**src/dual_timer_regs.svh**
```systemverilog
// timer block constants: field positions, reset values, timing counts
// assumes inclusion by the timer modules (per_cycle_div and dual_timer)
`ifndef DUAL_TIMER_REGS_SVH
`define DUAL_TIMER_REGS_SVH
`define CLK_PERIOD_NS 10
`define PER_CYCLE_CLKS 6
`define MODE_GATE_BIT 3
`define MODE_SRC_BIT 2
`define MODE_HI_BIT 1
`define MODE_LO_BIT 0
`define CH1_MODE_SHIFT 4
`define CTRL_OVF1_BIT 7
`define CTRL_RUN1_BIT 6
`define CTRL_OVF0_BIT 5
`define CTRL_RUN0_BIT 4
`define CTRL_EDGE1_BIT 3
`define CTRL_TYPE1_BIT 2
`define CTRL_EDGE0_BIT 1
`define CTRL_TYPE0_BIT 0
`define MODE_RESET 8'h00
`define CTRL_RESET 8'h00
`define COUNT_RESET 8'h00
`define PRESCALE_MASK 8'h1f
`endif

```
**src/dual_timer_pkg.sv**
```systemverilog
// types used by the dual_timer module
package dual_timer_pkg;
    typedef enum logic [1:0] {
        MODE_13BIT = 2'b00,
        MODE_16BIT = 2'b01,
        MODE_RELOAD = 2'b10,
        MODE_SPLIT = 2'b11
    } timer_mode_type;
endpackage

```
**src/pin_sync.sv**
```systemverilog
// two-flop synchroniser for one level input
// assumes a single clock domain
`timescale 1ns/1ns
module pin_sync (
    // clock and reset
    input wire logic i_clk,
    input wire logic i_rst,
    // level in and out
    input wire logic i_d,
    output logic o_q
);
    logic meta_ff;
    always_ff @(posedge i_clk or posedge i_rst) begin
        if (i_rst) begin
            meta_ff <= 1'b0;
            o_q <= 1'b0;
        end else begin
            meta_ff <= i_d;
            o_q <= meta_ff;
        end
    end
endmodule

```
**src/per_cycle_div.sv**
```systemverilog
// peripheral cycle enable: one pulse every DIV clocks
// assumes one clock, async active-high reset
`timescale 1ns/1ns
`include "dual_timer_regs.svh"
module per_cycle_div #(
    parameter int DIV = `PER_CYCLE_CLKS
) (
    // clock and reset
    input wire logic i_clk,
    input wire logic i_rst,
    // enable pulse
    output logic o_tick
);
    localparam int W = (DIV > 1) ? $clog2(DIV) : 1;
    logic [W-1:0] cnt_ff;
    initial begin
        if (DIV < 2) $error("per_cycle_div: DIV must be at least 2");
    end
    always_ff @(posedge i_clk or posedge i_rst) begin
        if (i_rst) begin
            cnt_ff <= '0;
        end else if (cnt_ff == W'(DIV - 1)) begin
            cnt_ff <= '0;
        end else begin
            cnt_ff <= cnt_ff + 1'b1;
        end
    end
    assign o_tick = (cnt_ff == W'(DIV - 1));
endmodule

```
**src/dual_timer.sv**
```systemverilog
// two 8+8 bit timer/counter channels with modes 0..3, overflow flags and irqs
// assumes core writes registers through plain strobes; pins are asynchronous
`timescale 1ns/1ns
`include "dual_timer_regs.svh"
// Function
// low and high bytes chain into 16 bits; high carry sets overflow
// run bit set lets the chosen source increment the low byte
// setting run leaves count bytes unchanged
// software reads any time; presets only while stopped
// software stops a channel before changing source or mode
// timer source counts once per six clock peripheral cycle
// counter source counts a high sample followed by a low sample
// external count levels are held at least one peripheral cycle
// gate clear: run alone enables; gate set: irq pin also gates
// gated channel counts only while irq pin high and run set
// rollover from all ones to zero sets overflow flag
// channel 0 uses mode bits 3:0 and control bits 0,1,4,5
// channel 1 uses mode bits 7:4 and control bits 2,3,6,7
// mode 0: high byte counts, five bit prescaler in low byte
// mode 1: full sixteen bit counter
// mode 2: low byte counts, reloads from high byte on overflow
// mode 2 reload value may be rewritten any time
// channel 0 mode 3: low byte is eight bit counter, own controls
// channel 0 mode 3: high byte times, run1 starts it, sets overflow1
// channel 1 mode 3 halts and keeps its count
// mode bits 00,01,10,11 select modes 0,1,2,3
// vectoring to a channel's interrupt clears its overflow flag
// overflow irq needs per-timer and global enables
// counts, mode and control registers reset to zero
// hardware set beats simultaneous clear of an overflow flag
// count and gate pins pass a two-stage synchroniser
module dual_timer
    import dual_timer_pkg::*;
#(
    parameter int PER_DIV = `PER_CYCLE_CLKS
) (
    // clock and reset
    input wire logic i_clk,
    input wire logic i_rst,
    // external pins
    input wire logic i_count_pin0,
    input wire logic i_count_pin1,
    input wire logic i_ext_irq_pin_zero,
    input wire logic i_ext_irq_pin_one,
    // mode register write
    input wire logic i_mode_we,
    input wire logic [7:0] i_mode_wdata,
    // control register write (run, type bits and software flag writes)
    input wire logic i_ctrl_we,
    input wire logic [7:0] i_ctrl_wdata,
    // count byte writes
    input wire logic i_low_byte_ch0_we,
    input wire logic i_high_byte_ch0_we,
    input wire logic i_low_byte_ch1_we,
    input wire logic i_high_byte_ch1_we,
    input wire logic [7:0] i_byte_wdata,
    // interrupt enables and vector acknowledges
    input wire logic i_per_timer_irq_enable0,
    input wire logic i_per_timer_irq_enable1,
    input wire logic i_global_irq_enable,
    input wire logic i_vector_ack0,
    input wire logic i_vector_ack1,
    // register contents
    output logic [7:0] o_timer_mode_reg,
    output logic [7:0] o_timer_control_reg,
    output logic [7:0] o_low_byte_ch0,
    output logic [7:0] o_high_byte_ch0,
    output logic [7:0] o_low_byte_ch1,
    output logic [7:0] o_high_byte_ch1,
    // interrupt requests
    output logic o_irq_ch0,
    output logic o_irq_ch1
);
    logic [7:0] mode_ff;
    logic run0_ff, run1_ff, ovf0_ff, ovf1_ff;
    logic edge0_ff, edge1_ff, type0_ff, type1_ff;
    logic [7:0] lo0_ff, hi0_ff, lo1_ff, hi1_ff;
    logic cnt0_s, cnt1_s, gate_ch0_s, gate_ch1_s;
    logic samp0_ff, samp1_ff, prev0_ff, prev1_ff;
    logic gate_ch0_prev_ff, gate_ch1_prev_ff;
    logic tick;
    timer_mode_type mode0, mode1;
    logic src0, src1, gate_ch0, gate_ch1;
    logic fall0, fall1, inc0, inc1, inc0_hi;
    logic set_ovf0, set_ovf1;
    logic [8:0] lo0_sum, hi0_sum, lo1_sum, hi1_sum;
    logic [5:0] pre0_sum, pre1_sum;

    initial begin
        if (PER_DIV != `PER_CYCLE_CLKS) $error("dual_timer: PER_DIV must be 6");
    end


    pin_sync u_sync_cnt0 (.i_clk(i_clk), .i_rst(i_rst), .i_d(i_count_pin0), .o_q(cnt0_s));
    pin_sync u_sync_cnt1 (.i_clk(i_clk), .i_rst(i_rst), .i_d(i_count_pin1), .o_q(cnt1_s));
    pin_sync u_sync_gt0 (.i_clk(i_clk), .i_rst(i_rst), .i_d(i_ext_irq_pin_zero), .o_q(gate_ch0_s));
    pin_sync u_sync_gt1 (.i_clk(i_clk), .i_rst(i_rst), .i_d(i_ext_irq_pin_one), .o_q(gate_ch1_s));


    per_cycle_div #(.DIV(PER_DIV)) u_div (.i_clk(i_clk), .i_rst(i_rst), .o_tick(tick));

    // see R12 see R13
    assign mode0 = timer_mode_type'(mode_ff[`MODE_HI_BIT:`MODE_LO_BIT]);
    assign mode1 = timer_mode_type'(mode_ff[`CH1_MODE_SHIFT+`MODE_HI_BIT:`CH1_MODE_SHIFT]);
    assign src0 = mode_ff[`MODE_SRC_BIT];
    assign src1 = mode_ff[`CH1_MODE_SHIFT+`MODE_SRC_BIT];
    assign gate_ch0 = mode_ff[`MODE_GATE_BIT];
    assign gate_ch1 = mode_ff[`CH1_MODE_SHIFT+`MODE_GATE_BIT];

    // count pin sampled once per peripheral cycle
    always_ff @(posedge i_clk or posedge i_rst) begin
        if (i_rst) begin
            samp0_ff <= 1'b0;
            samp1_ff <= 1'b0;
            prev0_ff <= 1'b0;
            prev1_ff <= 1'b0;
        end else if (tick) begin
            samp0_ff <= cnt0_s;
            samp1_ff <= cnt1_s;
            prev0_ff <= samp0_ff;
            prev1_ff <= samp1_ff;
        end
    end
    assign fall0 = prev0_ff & ~samp0_ff;
    assign fall1 = prev1_ff & ~samp1_ff;

    // count enable: run, optional gating, then source; see R2 see R9
    assign inc0 = tick & run0_ff & (~gate_ch0 | gate_ch0_s) & (src0 ? fall0 : 1'b1);
    assign inc1 = tick & run1_ff & (~gate_ch1 | gate_ch1_s) & (src1 ? fall1 : 1'b1)
                  & (mode1 != MODE_SPLIT) & (mode0 != MODE_SPLIT);
    // split mode high byte: fixed timer source under run1
    assign inc0_hi = tick & run1_ff & (mode0 == MODE_SPLIT);

    assign lo0_sum = {1'b0, lo0_ff} + 9'h001;
    assign hi0_sum = {1'b0, hi0_ff} + 9'h001;
    assign lo1_sum = {1'b0, lo1_ff} + 9'h001;
    assign hi1_sum = {1'b0, hi1_ff} + 9'h001;
    assign pre0_sum = {1'b0, lo0_ff[4:0]} + 6'h01;
    assign pre1_sum = {1'b0, lo1_ff[4:0]} + 6'h01;

    // overflow events; see R1
    always_comb begin
        set_ovf0 = 1'b0;
        set_ovf1 = 1'b0;
        if (inc0) begin
            case (mode0)
                MODE_13BIT: set_ovf0 = pre0_sum[5] & hi0_sum[8];
                MODE_16BIT: set_ovf0 = lo0_sum[8] & hi0_sum[8];
                MODE_RELOAD: set_ovf0 = lo0_sum[8];
                MODE_SPLIT: set_ovf0 = lo0_sum[8];
                default: set_ovf0 = 1'b0;
            endcase
        end
        if (inc1) begin
            case (mode1)
                MODE_13BIT: set_ovf1 = pre1_sum[5] & hi1_sum[8];
                MODE_16BIT: set_ovf1 = lo1_sum[8] & hi1_sum[8];
                MODE_RELOAD: set_ovf1 = lo1_sum[8];
                default: set_ovf1 = 1'b0;
            endcase
        end
        if (inc0_hi & hi0_sum[8]) begin
            set_ovf1 = 1'b1;
        end
    end

    // channel 0 count bytes; write wins as software only writes when stopped
    always_ff @(posedge i_clk or posedge i_rst) begin
        if (i_rst) begin
            lo0_ff <= `COUNT_RESET;
        end else if (i_low_byte_ch0_we) begin
            lo0_ff <= i_byte_wdata;
        end else if (inc0) begin
            case (mode0)
                // upper three bits kept as written, only prescaler counts
                MODE_13BIT: lo0_ff <= {lo0_ff[7:5], pre0_sum[4:0]};
                MODE_RELOAD: lo0_ff <= lo0_sum[8] ? hi0_ff : lo0_sum[7:0];
                default: lo0_ff <= lo0_sum[7:0]; // see R15
            endcase
        end
    end

    always_ff @(posedge i_clk or posedge i_rst) begin
        if (i_rst) begin
            hi0_ff <= `COUNT_RESET;
        end else if (i_high_byte_ch0_we) begin
            hi0_ff <= i_byte_wdata;
        end else if (mode0 == MODE_SPLIT) begin
            if (inc0_hi) hi0_ff <= hi0_sum[7:0];
        end else if (inc0) begin
            case (mode0)
                MODE_13BIT: if (pre0_sum[5]) hi0_ff <= hi0_sum[7:0];
                MODE_16BIT: if (lo0_sum[8]) hi0_ff <= hi0_sum[7:0];
                default: hi0_ff <= hi0_ff; // reload leaves it
            endcase
        end
    end

    // channel 1 count bytes; mode 3 simply never increments
    always_ff @(posedge i_clk or posedge i_rst) begin
        if (i_rst) begin
            lo1_ff <= `COUNT_RESET;
        end else if (i_low_byte_ch1_we) begin
            lo1_ff <= i_byte_wdata;
        end else if (inc1) begin
            case (mode1)
                MODE_13BIT: lo1_ff <= {lo1_ff[7:5], pre1_sum[4:0]};
                MODE_RELOAD: lo1_ff <= lo1_sum[8] ? hi1_ff : lo1_sum[7:0];
                default: lo1_ff <= lo1_sum[7:0];
            endcase
        end
    end

    always_ff @(posedge i_clk or posedge i_rst) begin
        if (i_rst) begin
            hi1_ff <= `COUNT_RESET;
        end else if (i_high_byte_ch1_we) begin
            hi1_ff <= i_byte_wdata;
        end else if (inc1) begin
            case (mode1)
                MODE_13BIT: if (pre1_sum[5]) hi1_ff <= hi1_sum[7:0];
                MODE_16BIT: if (lo1_sum[8]) hi1_ff <= hi1_sum[7:0];
                default: hi1_ff <= hi1_ff;
            endcase
        end
    end

    // mode register
    always_ff @(posedge i_clk or posedge i_rst) begin
        if (i_rst) begin
            mode_ff <= `MODE_RESET;
        end else if (i_mode_we) begin
            mode_ff <= i_mode_wdata;
        end
    end

    // run and type bits; writing run does not touch counts
    always_ff @(posedge i_clk or posedge i_rst) begin
        if (i_rst) begin
            run0_ff <= 1'b0;
            run1_ff <= 1'b0;
            type0_ff <= 1'b0;
            type1_ff <= 1'b0;
        end else if (i_ctrl_we) begin
            run0_ff <= i_ctrl_wdata[`CTRL_RUN0_BIT];
            run1_ff <= i_ctrl_wdata[`CTRL_RUN1_BIT];
            type0_ff <= i_ctrl_wdata[`CTRL_TYPE0_BIT];
            type1_ff <= i_ctrl_wdata[`CTRL_TYPE1_BIT];
        end
    end

    // overflow flags: set beats clear; see R25
    always_ff @(posedge i_clk or posedge i_rst) begin
        if (i_rst) begin
            ovf0_ff <= 1'b0;
            ovf1_ff <= 1'b0;
        end else begin
            if (set_ovf0) ovf0_ff <= 1'b1;
            else if (i_vector_ack0) ovf0_ff <= 1'b0;
            else if (i_ctrl_we) ovf0_ff <= i_ctrl_wdata[`CTRL_OVF0_BIT];
            if (set_ovf1) ovf1_ff <= 1'b1;
            else if (i_vector_ack1) ovf1_ff <= 1'b0;
            else if (i_ctrl_we) ovf1_ff <= i_ctrl_wdata[`CTRL_OVF1_BIT];
        end
    end

    // edge flags of the external irq pins, shown in control reg; core clears by write
    always_ff @(posedge i_clk or posedge i_rst) begin
        if (i_rst) begin
            gate_ch0_prev_ff <= 1'b0;
            gate_ch1_prev_ff <= 1'b0;
            edge0_ff <= 1'b0;
            edge1_ff <= 1'b0;
        end else begin
            gate_ch0_prev_ff <= gate_ch0_s;
            gate_ch1_prev_ff <= gate_ch1_s;
            if (type0_ff & gate_ch0_prev_ff & ~gate_ch0_s) edge0_ff <= 1'b1;
            else if (i_ctrl_we) edge0_ff <= i_ctrl_wdata[`CTRL_EDGE0_BIT];
            if (type1_ff & gate_ch1_prev_ff & ~gate_ch1_s) edge1_ff <= 1'b1;
            else if (i_ctrl_we) edge1_ff <= i_ctrl_wdata[`CTRL_EDGE1_BIT];
        end
    end

    assign o_timer_mode_reg = mode_ff;
    assign o_timer_control_reg = {ovf1_ff, run1_ff, ovf0_ff, run0_ff,
                                  edge1_ff, type1_ff, edge0_ff, type0_ff};
    assign o_low_byte_ch0 = lo0_ff;
    assign o_high_byte_ch0 = hi0_ff;
    assign o_low_byte_ch1 = lo1_ff;
    assign o_high_byte_ch1 = hi1_ff;

    assign o_irq_ch0 = ovf0_ff & i_per_timer_irq_enable0 & i_global_irq_enable;
    assign o_irq_ch1 = ovf1_ff & i_per_timer_irq_enable1 & i_global_irq_enable;

    a_split_hi_ovf: assert property (@(posedge i_clk) disable iff (i_rst)
        inc0_hi && hi0_ff == 8'hff |=> ovf1_ff && hi0_ff == 8'h00)
        else $error("split high byte overflow missed");
    a_reload_val: assert property (@(posedge i_clk) disable iff (i_rst)
        inc0 && mode0 == MODE_RELOAD && lo0_ff == 8'hff && !i_low_byte_ch0_we
        && !i_high_byte_ch0_we |=> lo0_ff == $past(hi0_ff) && ovf0_ff)
        else $error("reload did not load high byte");
    a_m16_carry: assert property (@(posedge i_clk) disable iff (i_rst)
        inc0 && mode0 == MODE_16BIT && lo0_ff == 8'hff && !i_high_byte_ch0_we
        && !i_low_byte_ch0_we |=> hi0_ff == $past(hi0_ff) + 8'h01)
        else $error("low byte carry lost");
    a_m0_prescale: assert property (@(posedge i_clk) disable iff (i_rst)
        inc0 && mode0 == MODE_13BIT && lo0_ff[4:0] != 5'h1f && !i_high_byte_ch0_we
        && !i_low_byte_ch0_we |=> $stable(hi0_ff))
        else $error("prescaler carried early");
    a_stop_hold: assert property (@(posedge i_clk) disable iff (i_rst)
        !run0_ff && !i_low_byte_ch0_we |=> $stable(lo0_ff))
        else $error("stopped channel counted");
    a_ch1_halt: assert property (@(posedge i_clk) disable iff (i_rst)
        mode1 == MODE_SPLIT && !i_low_byte_ch1_we |=> $stable(lo1_ff))
        else $error("halted channel 1 counted");
    a_gate_block: assert property (@(posedge i_clk) disable iff (i_rst)
        gate_ch0 && !gate_ch0_s |-> !inc0)
        else $error("gated channel counted with pin low");
    a_set_wins: assert property (@(posedge i_clk) disable iff (i_rst)
        set_ovf0 && i_vector_ack0 |=> ovf0_ff)
        else $error("overflow lost to clear");
    a_tick_rate: assert property (@(posedge i_clk) disable iff (i_rst)
        tick |=> !tick [*5] ##1 tick)
        else $error("peripheral cycle not six clocks");
    a_irq_gate: assert property (@(posedge i_clk) disable iff (i_rst)
        o_irq_ch1 |-> ovf1_ff && i_per_timer_irq_enable1 && i_global_irq_enable)
        else $error("irq without enables");
    c_ovf0: cover property (@(posedge i_clk) set_ovf0);
    c_split: cover property (@(posedge i_clk) inc0_hi && hi0_ff == 8'hff);
    c_ext_count: cover property (@(posedge i_clk) inc1 && src1);
    // edge flag shares the synchronised gate pin, so its delay matches gating
    a_edge_set: assert property (@(posedge i_clk) disable iff (i_rst)
        type0_ff && gate_ch0_prev_ff && !gate_ch0_s |=> edge0_ff)
        else $error("pin edge flag not set");
    a_run1_taken: assert property (@(posedge i_clk) disable iff (i_rst)
        mode0 == MODE_SPLIT |-> !inc1)
        else $error("channel 1 counted while its run bit was taken");
    c_rld1: cover property (@(posedge i_clk) inc1 && mode1 == MODE_RELOAD && lo1_ff == 8'hff);
    c_edge0: cover property (@(posedge i_clk) type0_ff && gate_ch0_prev_ff && !gate_ch0_s);
endmodule

```
**config.mk**
```make
export PLATFORM = sky130hd
export DESIGN_NAME = dual_timer
export DESIGN_NICKNAME = d
export VERILOG_FILES = /design/src/dual_timer_pkg.sv /design/src/pin_sync.sv /design/src/per_cycle_div.sv /design/src/dual_timer.sv
export VERILOG_INCLUDE_DIRS = /design/src /design/src/src
export SDC_FILE = /design/constraint.sdc
export NUM_CORES = 1
export LEC_CHECK = 0
export ABC_AREA = 1
export BUFFER_PORTS_ARGS = -buffer_cell sky130_fd_sc_hd__buf_2
export CAP_MARGIN = 20
export CORE_AREA = 2 2 88 90
export CTS_CLUSTER_SIZE = 8
export DETAILED_ROUTE_END_ITERATION = 10
export DIE_AREA = 0 0 90 92
export GPL_ROUTABILITY_DRIVEN = 1
export PLACE_DENSITY_LB_ADDON = 0.2
export RECOVER_POWER = 25
export SYNTH_ARGS = -nofsm -noshare
export SYNTH_HDL_FRONTEND = slang
export SYNTH_SLANG_ARGS = --single-unit
```
**constraint.sdc**
```tcl
create_clock -name i_clk -period 2.6 [get_ports i_clk]
set_input_delay 0.52 -clock i_clk [delete_from_list [all_inputs] [get_ports i_clk]]
set_output_delay 0.52 -clock i_clk [all_outputs]
set_load 0.05 [all_outputs]
```
==> impl_metrics.toml, run 1 <==
[power_and_ir_drop]
p_leak_nw = 2.486
power_density_nw_per_um2 = 717.6
ir_drop_uv = 373.3
total_power_mw = 3.299

[clocking]
htreeDepth = 3
cts-buffers-inserted = 9
clk_latency_ns = 0.35
cts_tree = "built"
clockRootBuffer = "clkbuf_8"
cts_setup_buffers = 0
ctsHoldBuffers = 0
cts_sinks = 65
cts_resized = 0
clockBufferDepth = 2
path_clk_slew_ns = 0.08

[worst_setup_path]
crit_type = "flop to flop"
rr_startpoint = "o_low_byte_ch0[0]$_DFFE_PP0P_"
worst-r2r-cell-count = 10
crit_chain = "ha_1, nand2_1, nor2_2, nand2_1, nand3_1, nand2_1, inv_1, nand2_1, nand3_1, nand2_1"
crit_path_frequent_cell = "nand2_1"
critical_path.endpoint_type = "flop"
reg2reg_slack_ns = 0.80
startpoint = "o_low_byte_ch0[0]$_DFFE_PP0P_"
worstReg2RegEnd = "o_high_byte_ch0[4]$_DFFE_PP0P_"
cp_data_required_time_ns = 2.84
cp_slowest_stage_delay_ns = 0.43
crit_fanout = 8
worstPathArrival_ns = 2.04
path_delay_family = "simple AND/OR/NAND/NOR gates"
crit_path_top_delay_cell = "dfrtp_1"
cp-start-kind = "flop"
worstPathBufferInverterCount = 1

[timing]
fin_crit_sh = 0.6937
worstMarginPinSlew_ns = 1.026
fin_worst_skew_ns = 0.009321
min_period_ns = 1.804
final-setup-viol-count = 0
clock.fmax_mhz = 554.5
hold_viol = 0
rsz0062_at_grt = "false"
fin_setup_tns_ns = 0
slew_viol_final = 0
relSlewSlack = 0.3153

[drt]
wl_per_cell_um = 13.24
drt_iter0_drc = 265
viasPerCell = 5.047
vias = 3629
drt_first_pass_iters = 5
wl_mm = 9.519
antenna_left = 0
drcViolationCount = 0

[floorplan]
die_x_um = 90
initial_core_util = 0.5190
ios = 91
dieArea_um2 = 8280
rows = 32
core_area_um2 = 7447
dieHeight_um = 92

[layout]
diodes = 0
finalNetCount = 657
syn_to_final_growth_pct = 18.94
final_layout_size_suffix_gt1_frac = 0.2091
final.fill_count = 733

[logic_synthesis]
async_reset_ff_frac = 1.000
synth_edf_count = 0
yosys_warnings = 0
syn_inst = 530
yosys.area.top_type = "dfrtp_1"
synthSimpleGateAreaFrac = 0.3409
yosys-top-cells-count = "nand2_1 (169), dfrtp_1 (65), nand3_1 (64)"
synth-seq-cells = 65
synth.most_common_cell = "nand2_1"
ys_types = 36
synth_area_leaders = "dfrtp_1 (42%), nand2_1 (16%), nand3_1 (8.3%), o21ai_0 (5.8%), inv_1 (5.6%)"
synth_top_family_by_area = "simple AND/OR/NAND/NOR gates"
avgSynthCellArea_um2 = 7.292
synth-main-ff-cell = "dfrtp_1"
synth_compound_area_frac = 0.1042
synthXorXnorAreaFrac = 0.01813
ys_seq_area_frac = 0.4208
yosysTopAreaCellShare = 0.4208
synth_mux_area_frac = 0.008741
synth_fa_ha_area_frac = 0.01295
synth_nets = 575
netlist_area_um2 = 3865

[min_path]
hold_class = "input pin to flop"
hold_path_depth = 1
min_to = "u_sync_gt1.meta_ff$_DFF_PP0_"
min-delay-start = "i_ext_irq_pin_one"

[flow_run]
maxCapViolCount = 0

[global_route]
grt_max_degree = 42
grt_usage = 0.2364
globalRouteOverflowTotal = 0
grt_pass1_wl_mm = 15.64
grt_pass1_vias = 3365
antenna_found_initial = 0

[place]
hpwl_mm = 7.145
routabilityCongestion = 0.9170
io_buffers = 90

[status]
status = "finished, final reports clean"
cell usage in the layout (no fill, tap or decap), types with 2 or more instances in the layout:
| master | synthesis | final |
|---|---|---|
| clkbuf_8 | 0 | 9 |
| bufinv_16 | 0 | 4 |
| nor2_4 | 3 | 3 |
| inv_6 | 0 | 2 |
| nor2_1 | 34 | 34 |
| dfrtp_1 | 65 | 65 |
| o21bai_1 | 3 | 3 |
| mux2_2 | 3 | 3 |
| nand2_1 | 169 | 170 |
| clkbuf_1 | 8 | 2 |
| inv_1 | 58 | 58 |
| xor2_1 | 2 | 2 |
| o21ai_2 | 3 | 3 |
| a21oi_1 | 13 | 13 |
| nand3b_1 | 2 | 2 |
| xnor2_1 | 6 | 6 |
| nand3_1 | 64 | 64 |
| o21ai_0 | 45 | 45 |
| nor2_2 | 3 | 3 |
| buf_2 | 0 | 88 |
| ha_1 | 4 | 4 |
| nor3_1 | 3 | 3 |
| o211ai_1 | 5 | 5 |
| nand4_1 | 6 | 6 |
| nand2_2 | 5 | 4 |
| o21ai_1 | 2 | 2 |
| nand2_4 | 3 | 3 |
where the power goes:
group	total, mW	internal (mW)	switching, mW
Clock	1.19	0.747	0.441
Sequential	1.25	1.11	0.133
Combinational	0.865	0.228	0.636
layout make-up:
| class | instances | area (µm²) | area share |
|---|---|---|---|
| clock inverters | 7 | 148.9 | 0.03239 |
| clock buffers | 9 | 123.9 | 0.02695 |
| flip-flops and latches | 65 | 1627 | 0.3538 |
| well taps | 102 | 127.6 | 0.02776 |
| inverters | 61 | 230.2 | 0.05008 |
| repair buffers | 91 | 467.9 | 0.1018 |
| multi-input cells | 384 | 1872 | 0.4072 |
per-layer routing:
layer	share of wire	GRT usage	wire length (µm)
met1	0.46	0.3184	4338
met4	0.013	0.08333	124
met2	0.48	0.3747	4524
met5	0	0	0
met3	0.056	0.05752	532
how the worst max path moves through the flow:
stage | endpoint | slack, ns | depth (start not counted)
after detailed placement | o_high_byte_ch0[4]$_DFFE_PP0P_ | 0.70 | 7
after floorplan | edge0_ff$_DFFE_PP0P_ | 0.45 | 1
after CTS | o_high_byte_ch0[4]$_DFFE_PP0P_ | 0.84 | 10
after global routing | o_high_byte_ch0[3]$_DFFE_PP0P_ | 0.67 | 10
after global placement | o_high_byte_ch0[2]$_DFFE_PP0P_ | 0.77 | 7
final | o_high_byte_ch0[4]$_DFFE_PP0P_ | 0.80 | 10
logic make-up after synthesis:
group	after synthesis
XOR/XNOR	8
AND/OR/NAND/NOR	296
buffers and inverters	81
multiplexers	3
AO/OA/AOI/OAI	73
adder cells (fa/ha/maj)	4
flip-flops	65
per-stage QoR:
step | setup slack [ns] | cell area, µm² | hold slack, ns | std cells | utilization
after floorplan | 0.4535 | 3865 | 0.3312 | 530 | -
after global placement | 0.7663 | 4329 | 0.3327 | 703 | 0.5813
after detailed placement | 0.6996 | 4329 | 0.3355 | 703 | 0.5813
after CTS | 0.8417 | 4602 | 0.2254 | 719 | 0.6179
after global routing | 0.6673 | 4597 | 0.2355 | 719 | 0.6173
final | 0.7964 | 4597 | 0.2659 | 719 | 0.6173
Power figures use the tool's default switching activity.
==> run 2: changes to the inputs <==
clock period = 1.8 ns   (was 2.6 ns; I/O delays follow)
==> run 2 against run 1 <==
Sequential power is 43% higher; sequential cell count unchanged; via count is 3.7% higher; largest power group unchanged; critical endpoint is now o_low_byte_ch0[1]$_DFFE_PP0P_.
==> impl_metrics.toml, run 2 (synthesis results as in run 1) <==
[status]
status = "finished, final reports clean"

[worst_setup_path]
worstPathBufferInverterCount = 0
cp_data_required_time_ns = 2.02
path_delay_family = "simple AND/OR/NAND/NOR gates"
crit_type = "flop to flop"
crit_fanout = 7
cp_slowest_stage_delay_ns = 0.40
cp-start-kind = "flop"
crit_chain = "ha_1, nand2_1, nor2_2, nand3b_1, or2_0, o211ai_1, nand3_1"
critical_path.endpoint_type = "flop"
worstPathArrival_ns = 1.91
crit_path_top_delay_cell = "dfrtp_2"

[layout]
design_area_um2 = 4588
final.fill_count = 695
diodes = 0
final_common_cell = "nand2_1"
final_layout_size_suffix_gt1_frac = 0.2295
stdcell_count = 725
finalNetCount = 664
syn_to_final_growth_pct = 18.71
final_cell_mix = "nand2_1 (169), buf_2 (90), nand3_1 (63)"

[drt]
viasPerCell = 5.193
drt_first_pass_iters = 5
vias = 3765
antenna_left = 0
drt_iter0_drc = 338
drcViolationCount = 0
wl_per_cell_um = 13.27
wl_mm = 9.618

[timing]
hold_viol = 0
slew_viol_final = 0
min_period_ns = 1.690
fin_setup_tns_ns = 0
worstMarginPinSlew_ns = 0.7117
fin_crit_sh = 0.9389
final-setup-viol-count = 0
rsz0062_at_grt = "false"
fin_worst_skew_ns = 0.009666
clock.fmax_mhz = 591.7
hold_slack_ns = 0.1152
relSlewSlack = 0.5229

[clocking]
clk_latency_ns = 0.35
cts_tree = "built"
clockRootBuffer = "clkbuf_8"
htreeDepth = 3
cts_sinks = 65
cts-buffers-inserted = 9
clockBufferDepth = 2
path_clk_slew_ns = 0.08

[global_route]
grt_pass1_wl_mm = 16.01
antenna_found_initial = 0
grt_usage = 0.2386
grt_pass1_vias = 3428
globalRouteOverflowTotal = 0
grt_max_degree = 53

[flow_run]
maxCapViolCount = 0

[floorplan]
core_area_um2 = 7447
rows = 32
ios = 91
die_x_um = 90
initial_core_util = 0.5190
dieArea_um2 = 8280
dieHeight_um = 92

[place]
routabilityCongestion = 0.9189
hpwl_mm = 7.357
post_dp_cell_area_um2 = 4375
place_inst = 708
io_buffers = 90

[power_and_ir_drop]
ir_drop_uv = 574.5
p_leak_nw = 2.475
total_power_mw = 4.329
power_density_nw_per_um2 = 943.5

[min_path]
hold_class = "input pin to flop"
-- run 2: repair_timing --
item,4_1_cts,5_1_grt
setup endpoints to repair,0,10
hold buffers,1,0
gates resized for setup,0,2
setup buffers,0,1
hold endpoints to repair,13,0
-- run 2: worst paths after layout --
path / from / to / slack (ns) / cells past startpoint
worst max register to register: o_low_byte_ch0[0]$_DFFE_PP0P_ / o_low_byte_ch0[1]$_DFFE_PP0P_ / 0.11 / 7
worst min register to register: u_sync_cnt1.meta_ff$_DFF_PP0_ / u_sync_cnt1.o_q$_DFF_PP0_ / 0.35 / 0
worst min-delay path: i_ext_irq_pin_one / u_sync_gt1.meta_ff$_DFF_PP0_ / 0.12 / 1
worst max-delay path: o_low_byte_ch0[0]$_DFFE_PP0P_ / o_low_byte_ch0[1]$_DFFE_PP0P_ / 0.11 / 7
max in group asynchronous: i_rst / o_low_byte_ch0[0]$_DFFE_PP0P_ / 0.49 / 4
min in group asynchronous: i_rst / o_high_byte_ch1[7]$_DFFE_PP0P_ / 0.63 / 3
-- run 2: layout make-up --
class | count | area (µm²) | area share
clock buffers | 9 | 123.9 | 0.02700
clock inverters | 6 | 68.82 | 0.01500
inverters | 61 | 231.5 | 0.05045
multi-input cells | 384 | 1879 | 0.4096
flip-flops and latches | 65 | 1632 | 0.3556
well taps | 102 | 127.6 | 0.02782
repair buffers | 98 | 525.5 | 0.1145
-- run 2: metrics by stage --
stage / utilization / setup slack [ns]
after CTS: 0.6148 / 0.07379
final: 0.6161 / 0.1100
after global routing: 0.6161 / 0.006489
after detailed placement: 0.5875 / 0.09118
after floorplan: - / 0.07692
after global placement: 0.5875 / 0.1607
-- run 2: power by group --
group / switching, mW / internal (mW)
logic: 0.940 / 0.348
clock network: 0.611 / 0.639
registers: 0.182 / 1.61
-- run 2: routing by layer --
layer | share of wire | up-vias | global-route usage | wire length, µm
met1 | 0.45 | 1752 | 0.3148 | 4368
met3 | 0.057 | 15 | 0.05588 | 552
met5 | 0 | - | 0 | 0
met2 | 0.47 | 116 | 0.3916 | 4533
li1 | - | 1882 | - | -
met4 | 0.017 | 0 | 0.07564 | 163
==> run 3: changes to the inputs <==
CELL_PAD_IN_SITES_DETAIL_PLACEMENT = 1   (was unset)
CELL_PAD_IN_SITES_GLOBAL_PLACEMENT = 2   (was unset)
CORE_AREA = 2 2 117 119   (was 2 2 88 90)
DIE_AREA = 0 0 119 121   (was 0 0 90 92)
==> run 3 against run 2 <==
Sequential cell count unchanged; critical path type unchanged; first-iteration DRC count down 36%; count of clock-buffer cells in the layout up 1; fmax up 2.8%; clock skew down 0.0033 ns; wire length up 32%; utilization down 25 points; largest power group unchanged; register-to-register slack better by 0.05 ns; die area up 74%; global-route usage down 5.3 points; combinational power up 7%; total power up 12%.
==> impl_metrics.toml, run 3 (synthesis results as in run 1) <==
[status]
status = "finished, final reports clean"

[floorplan]
ios = 91
dieArea_um2 = 14400
rows = 42
core_area_um2 = 13090
die_x_um = 119
initial_core_util = 0.2954
dieHeight_um = 121

[flow_run]
maxCapViolCount = 0

[drt]
wl_mm = 12.67
antenna_left = 0
vias = 3823
drcViolationCount = 0
viasPerCell = 4.726
wl_per_cell_um = 15.66
drt_first_pass_iters = 4
drt_iter0_drc = 215

[layout]
fin_util = 0.3709
finalNetCount = 673
final_cell_mix = "nand2_1 (167), buf_2 (89), nand3_1 (63)"
design_area_um2 = 4853
stdcell_count = 809
diodes = 0
final_layout_size_suffix_gt1_frac = 0.2480
syn_to_final_growth_pct = 25.57
final_common_cell = "nand2_1"

[clocking]
clk_latency_ns = 0.35
path_clk_slew_ns = 0.06
cts_tree = "built"
clockRootBuffer = "clkbuf_16"
cts_sinks = 65
clockBufferDepth = 2
ctsHoldBuffers = 0
htreeDepth = 3
cts-buffers-inserted = 9

[worst_setup_path]
cp_slowest_stage_delay_ns = 0.41
cp_data_required_time_ns = 2.02
critical_path.endpoint_type = "flop"
crit_path_top_delay_cell = "dfrtp_2"
crit_fanout = 8
crit_type = "flop to flop"
cp-start-kind = "flop"
worstPathArrival_ns = 1.87
crit_chain = "ha_4, nand2_2, nor2_4, nand3b_1, or2_0, o211ai_1, nand3_1"
reg2reg_slack_ns = 0.16

[global_route]
grt_pass1_vias = 3996
grt_usage = 0.1859
grt_pass1_wl_mm = 20.77
grt_max_degree = 50
globalRouteOverflowTotal = 0
antenna_found_initial = 0

[place]
hpwl_mm = 9.555
io_buffers = 90
routabilityCongestion = 0.8549
place_inst = 790
post_dp_cell_area_um2 = 4528

[timing]
fin_crit_sh = 0.9129
relSlewSlack = 0.4398
final-setup-viol-count = 0
clock.fmax_mhz = 608.5
min_period_ns = 1.643
slew_viol_final = 0
fin_worst_skew_ns = 0.006375
hold_viol = 0
worstMarginPinSlew_ns = 0.8357
hold_slack_ns = 0.1147

[min_path]
hold_class = "input pin to asynchronous set/reset pin"

[power_and_ir_drop]
p_leak_nw = 2.543
power_density_nw_per_um2 = 998.3
total_power_mw = 4.845
ir_drop_uv = 325.0
-- run 3: cell types whose count changed in the layout (fill, tap and decap cells not counted), moves of 2 or more --
cell,delta
buf_4,+10
nand2_2,+2
nand2_1,-2
clkbuf_8,-8
clkinvlp_4,+3
clkbuf_16,+9
-- run 3: final timing paths --
path / start / end / depth (start not counted)
worst max-delay path: o_low_byte_ch0[0]$_DFFE_PP0P_ / o_low_byte_ch0[1]$_DFFE_PP0P_ / 7
worst min-delay path: i_rst / o_low_byte_ch1[7]$_DFFE_PP0P_ / 2
worst max register to register: o_low_byte_ch0[0]$_DFFE_PP0P_ / o_low_byte_ch0[1]$_DFFE_PP0P_ / 7
worst min register to register: u_sync_cnt0.meta_ff$_DFF_PP0_ / u_sync_cnt0.o_q$_DFF_PP0_ / 0
max in group asynchronous: i_rst / o_low_byte_ch0[0]$_DFFE_PP0P_ / 3
min in group i_clk: i_ext_irq_pin_zero / u_sync_gt0.meta_ff$_DFF_PP0_ / 1
-- run 3: layout make-up --
type                    count  area (µm²)
fillers                  1659        8232
multi-input cells         384        1911
flip-flops and latches     65        1632
repair buffers            107       576.8
clock buffers              10       239.0
inverters                  61       231.5
well taps                 176       220.2
clock inverters             6       43.79
-- run 3: stage by stage --
step | worst slack, ns | TNS, ns
detailed placement | 0.03948 | 0
finish | 0.1567 | 0
CTS | 0.01933 | 0
global route | -0.01186 | -0.01363
global placement | 0.07440 | 0
floorplan | 0.07692 | 0
-- run 3: worst max-delay path, delay by kind of cell, from the launching register on --
family,cells,cell delay (ns)
AND/OR/NAND/NOR,5,0.86
flip-flops,1,0.41
adder cells (fa/ha/maj),1,0.15
AO/OA/AOI/OAI,1,0.10
-- run 3: report_power, final --
part	internal (mW)	leakage (nW)	switching (mW)
registers	1.61	0.788	0.169
logic	0.374	1.63	1.00
clock network	0.968	0.127	0.718
total	2.95	2.54	1.89
-- run 3: routing by layer --
layer	vias up	track usage	wire [µm]
met5	-	0	0
li1	1891	-	-
met4	0	0.07366	217
met3	13	0.02914	433
met2	62	0.3211	6311
met1	1857	0.2328	5708
-- run 3: repair_timing --
action,CTS,global route
setup buffers,0,3
endpoints found under the setup margin,0,20
resized for setup,0,9
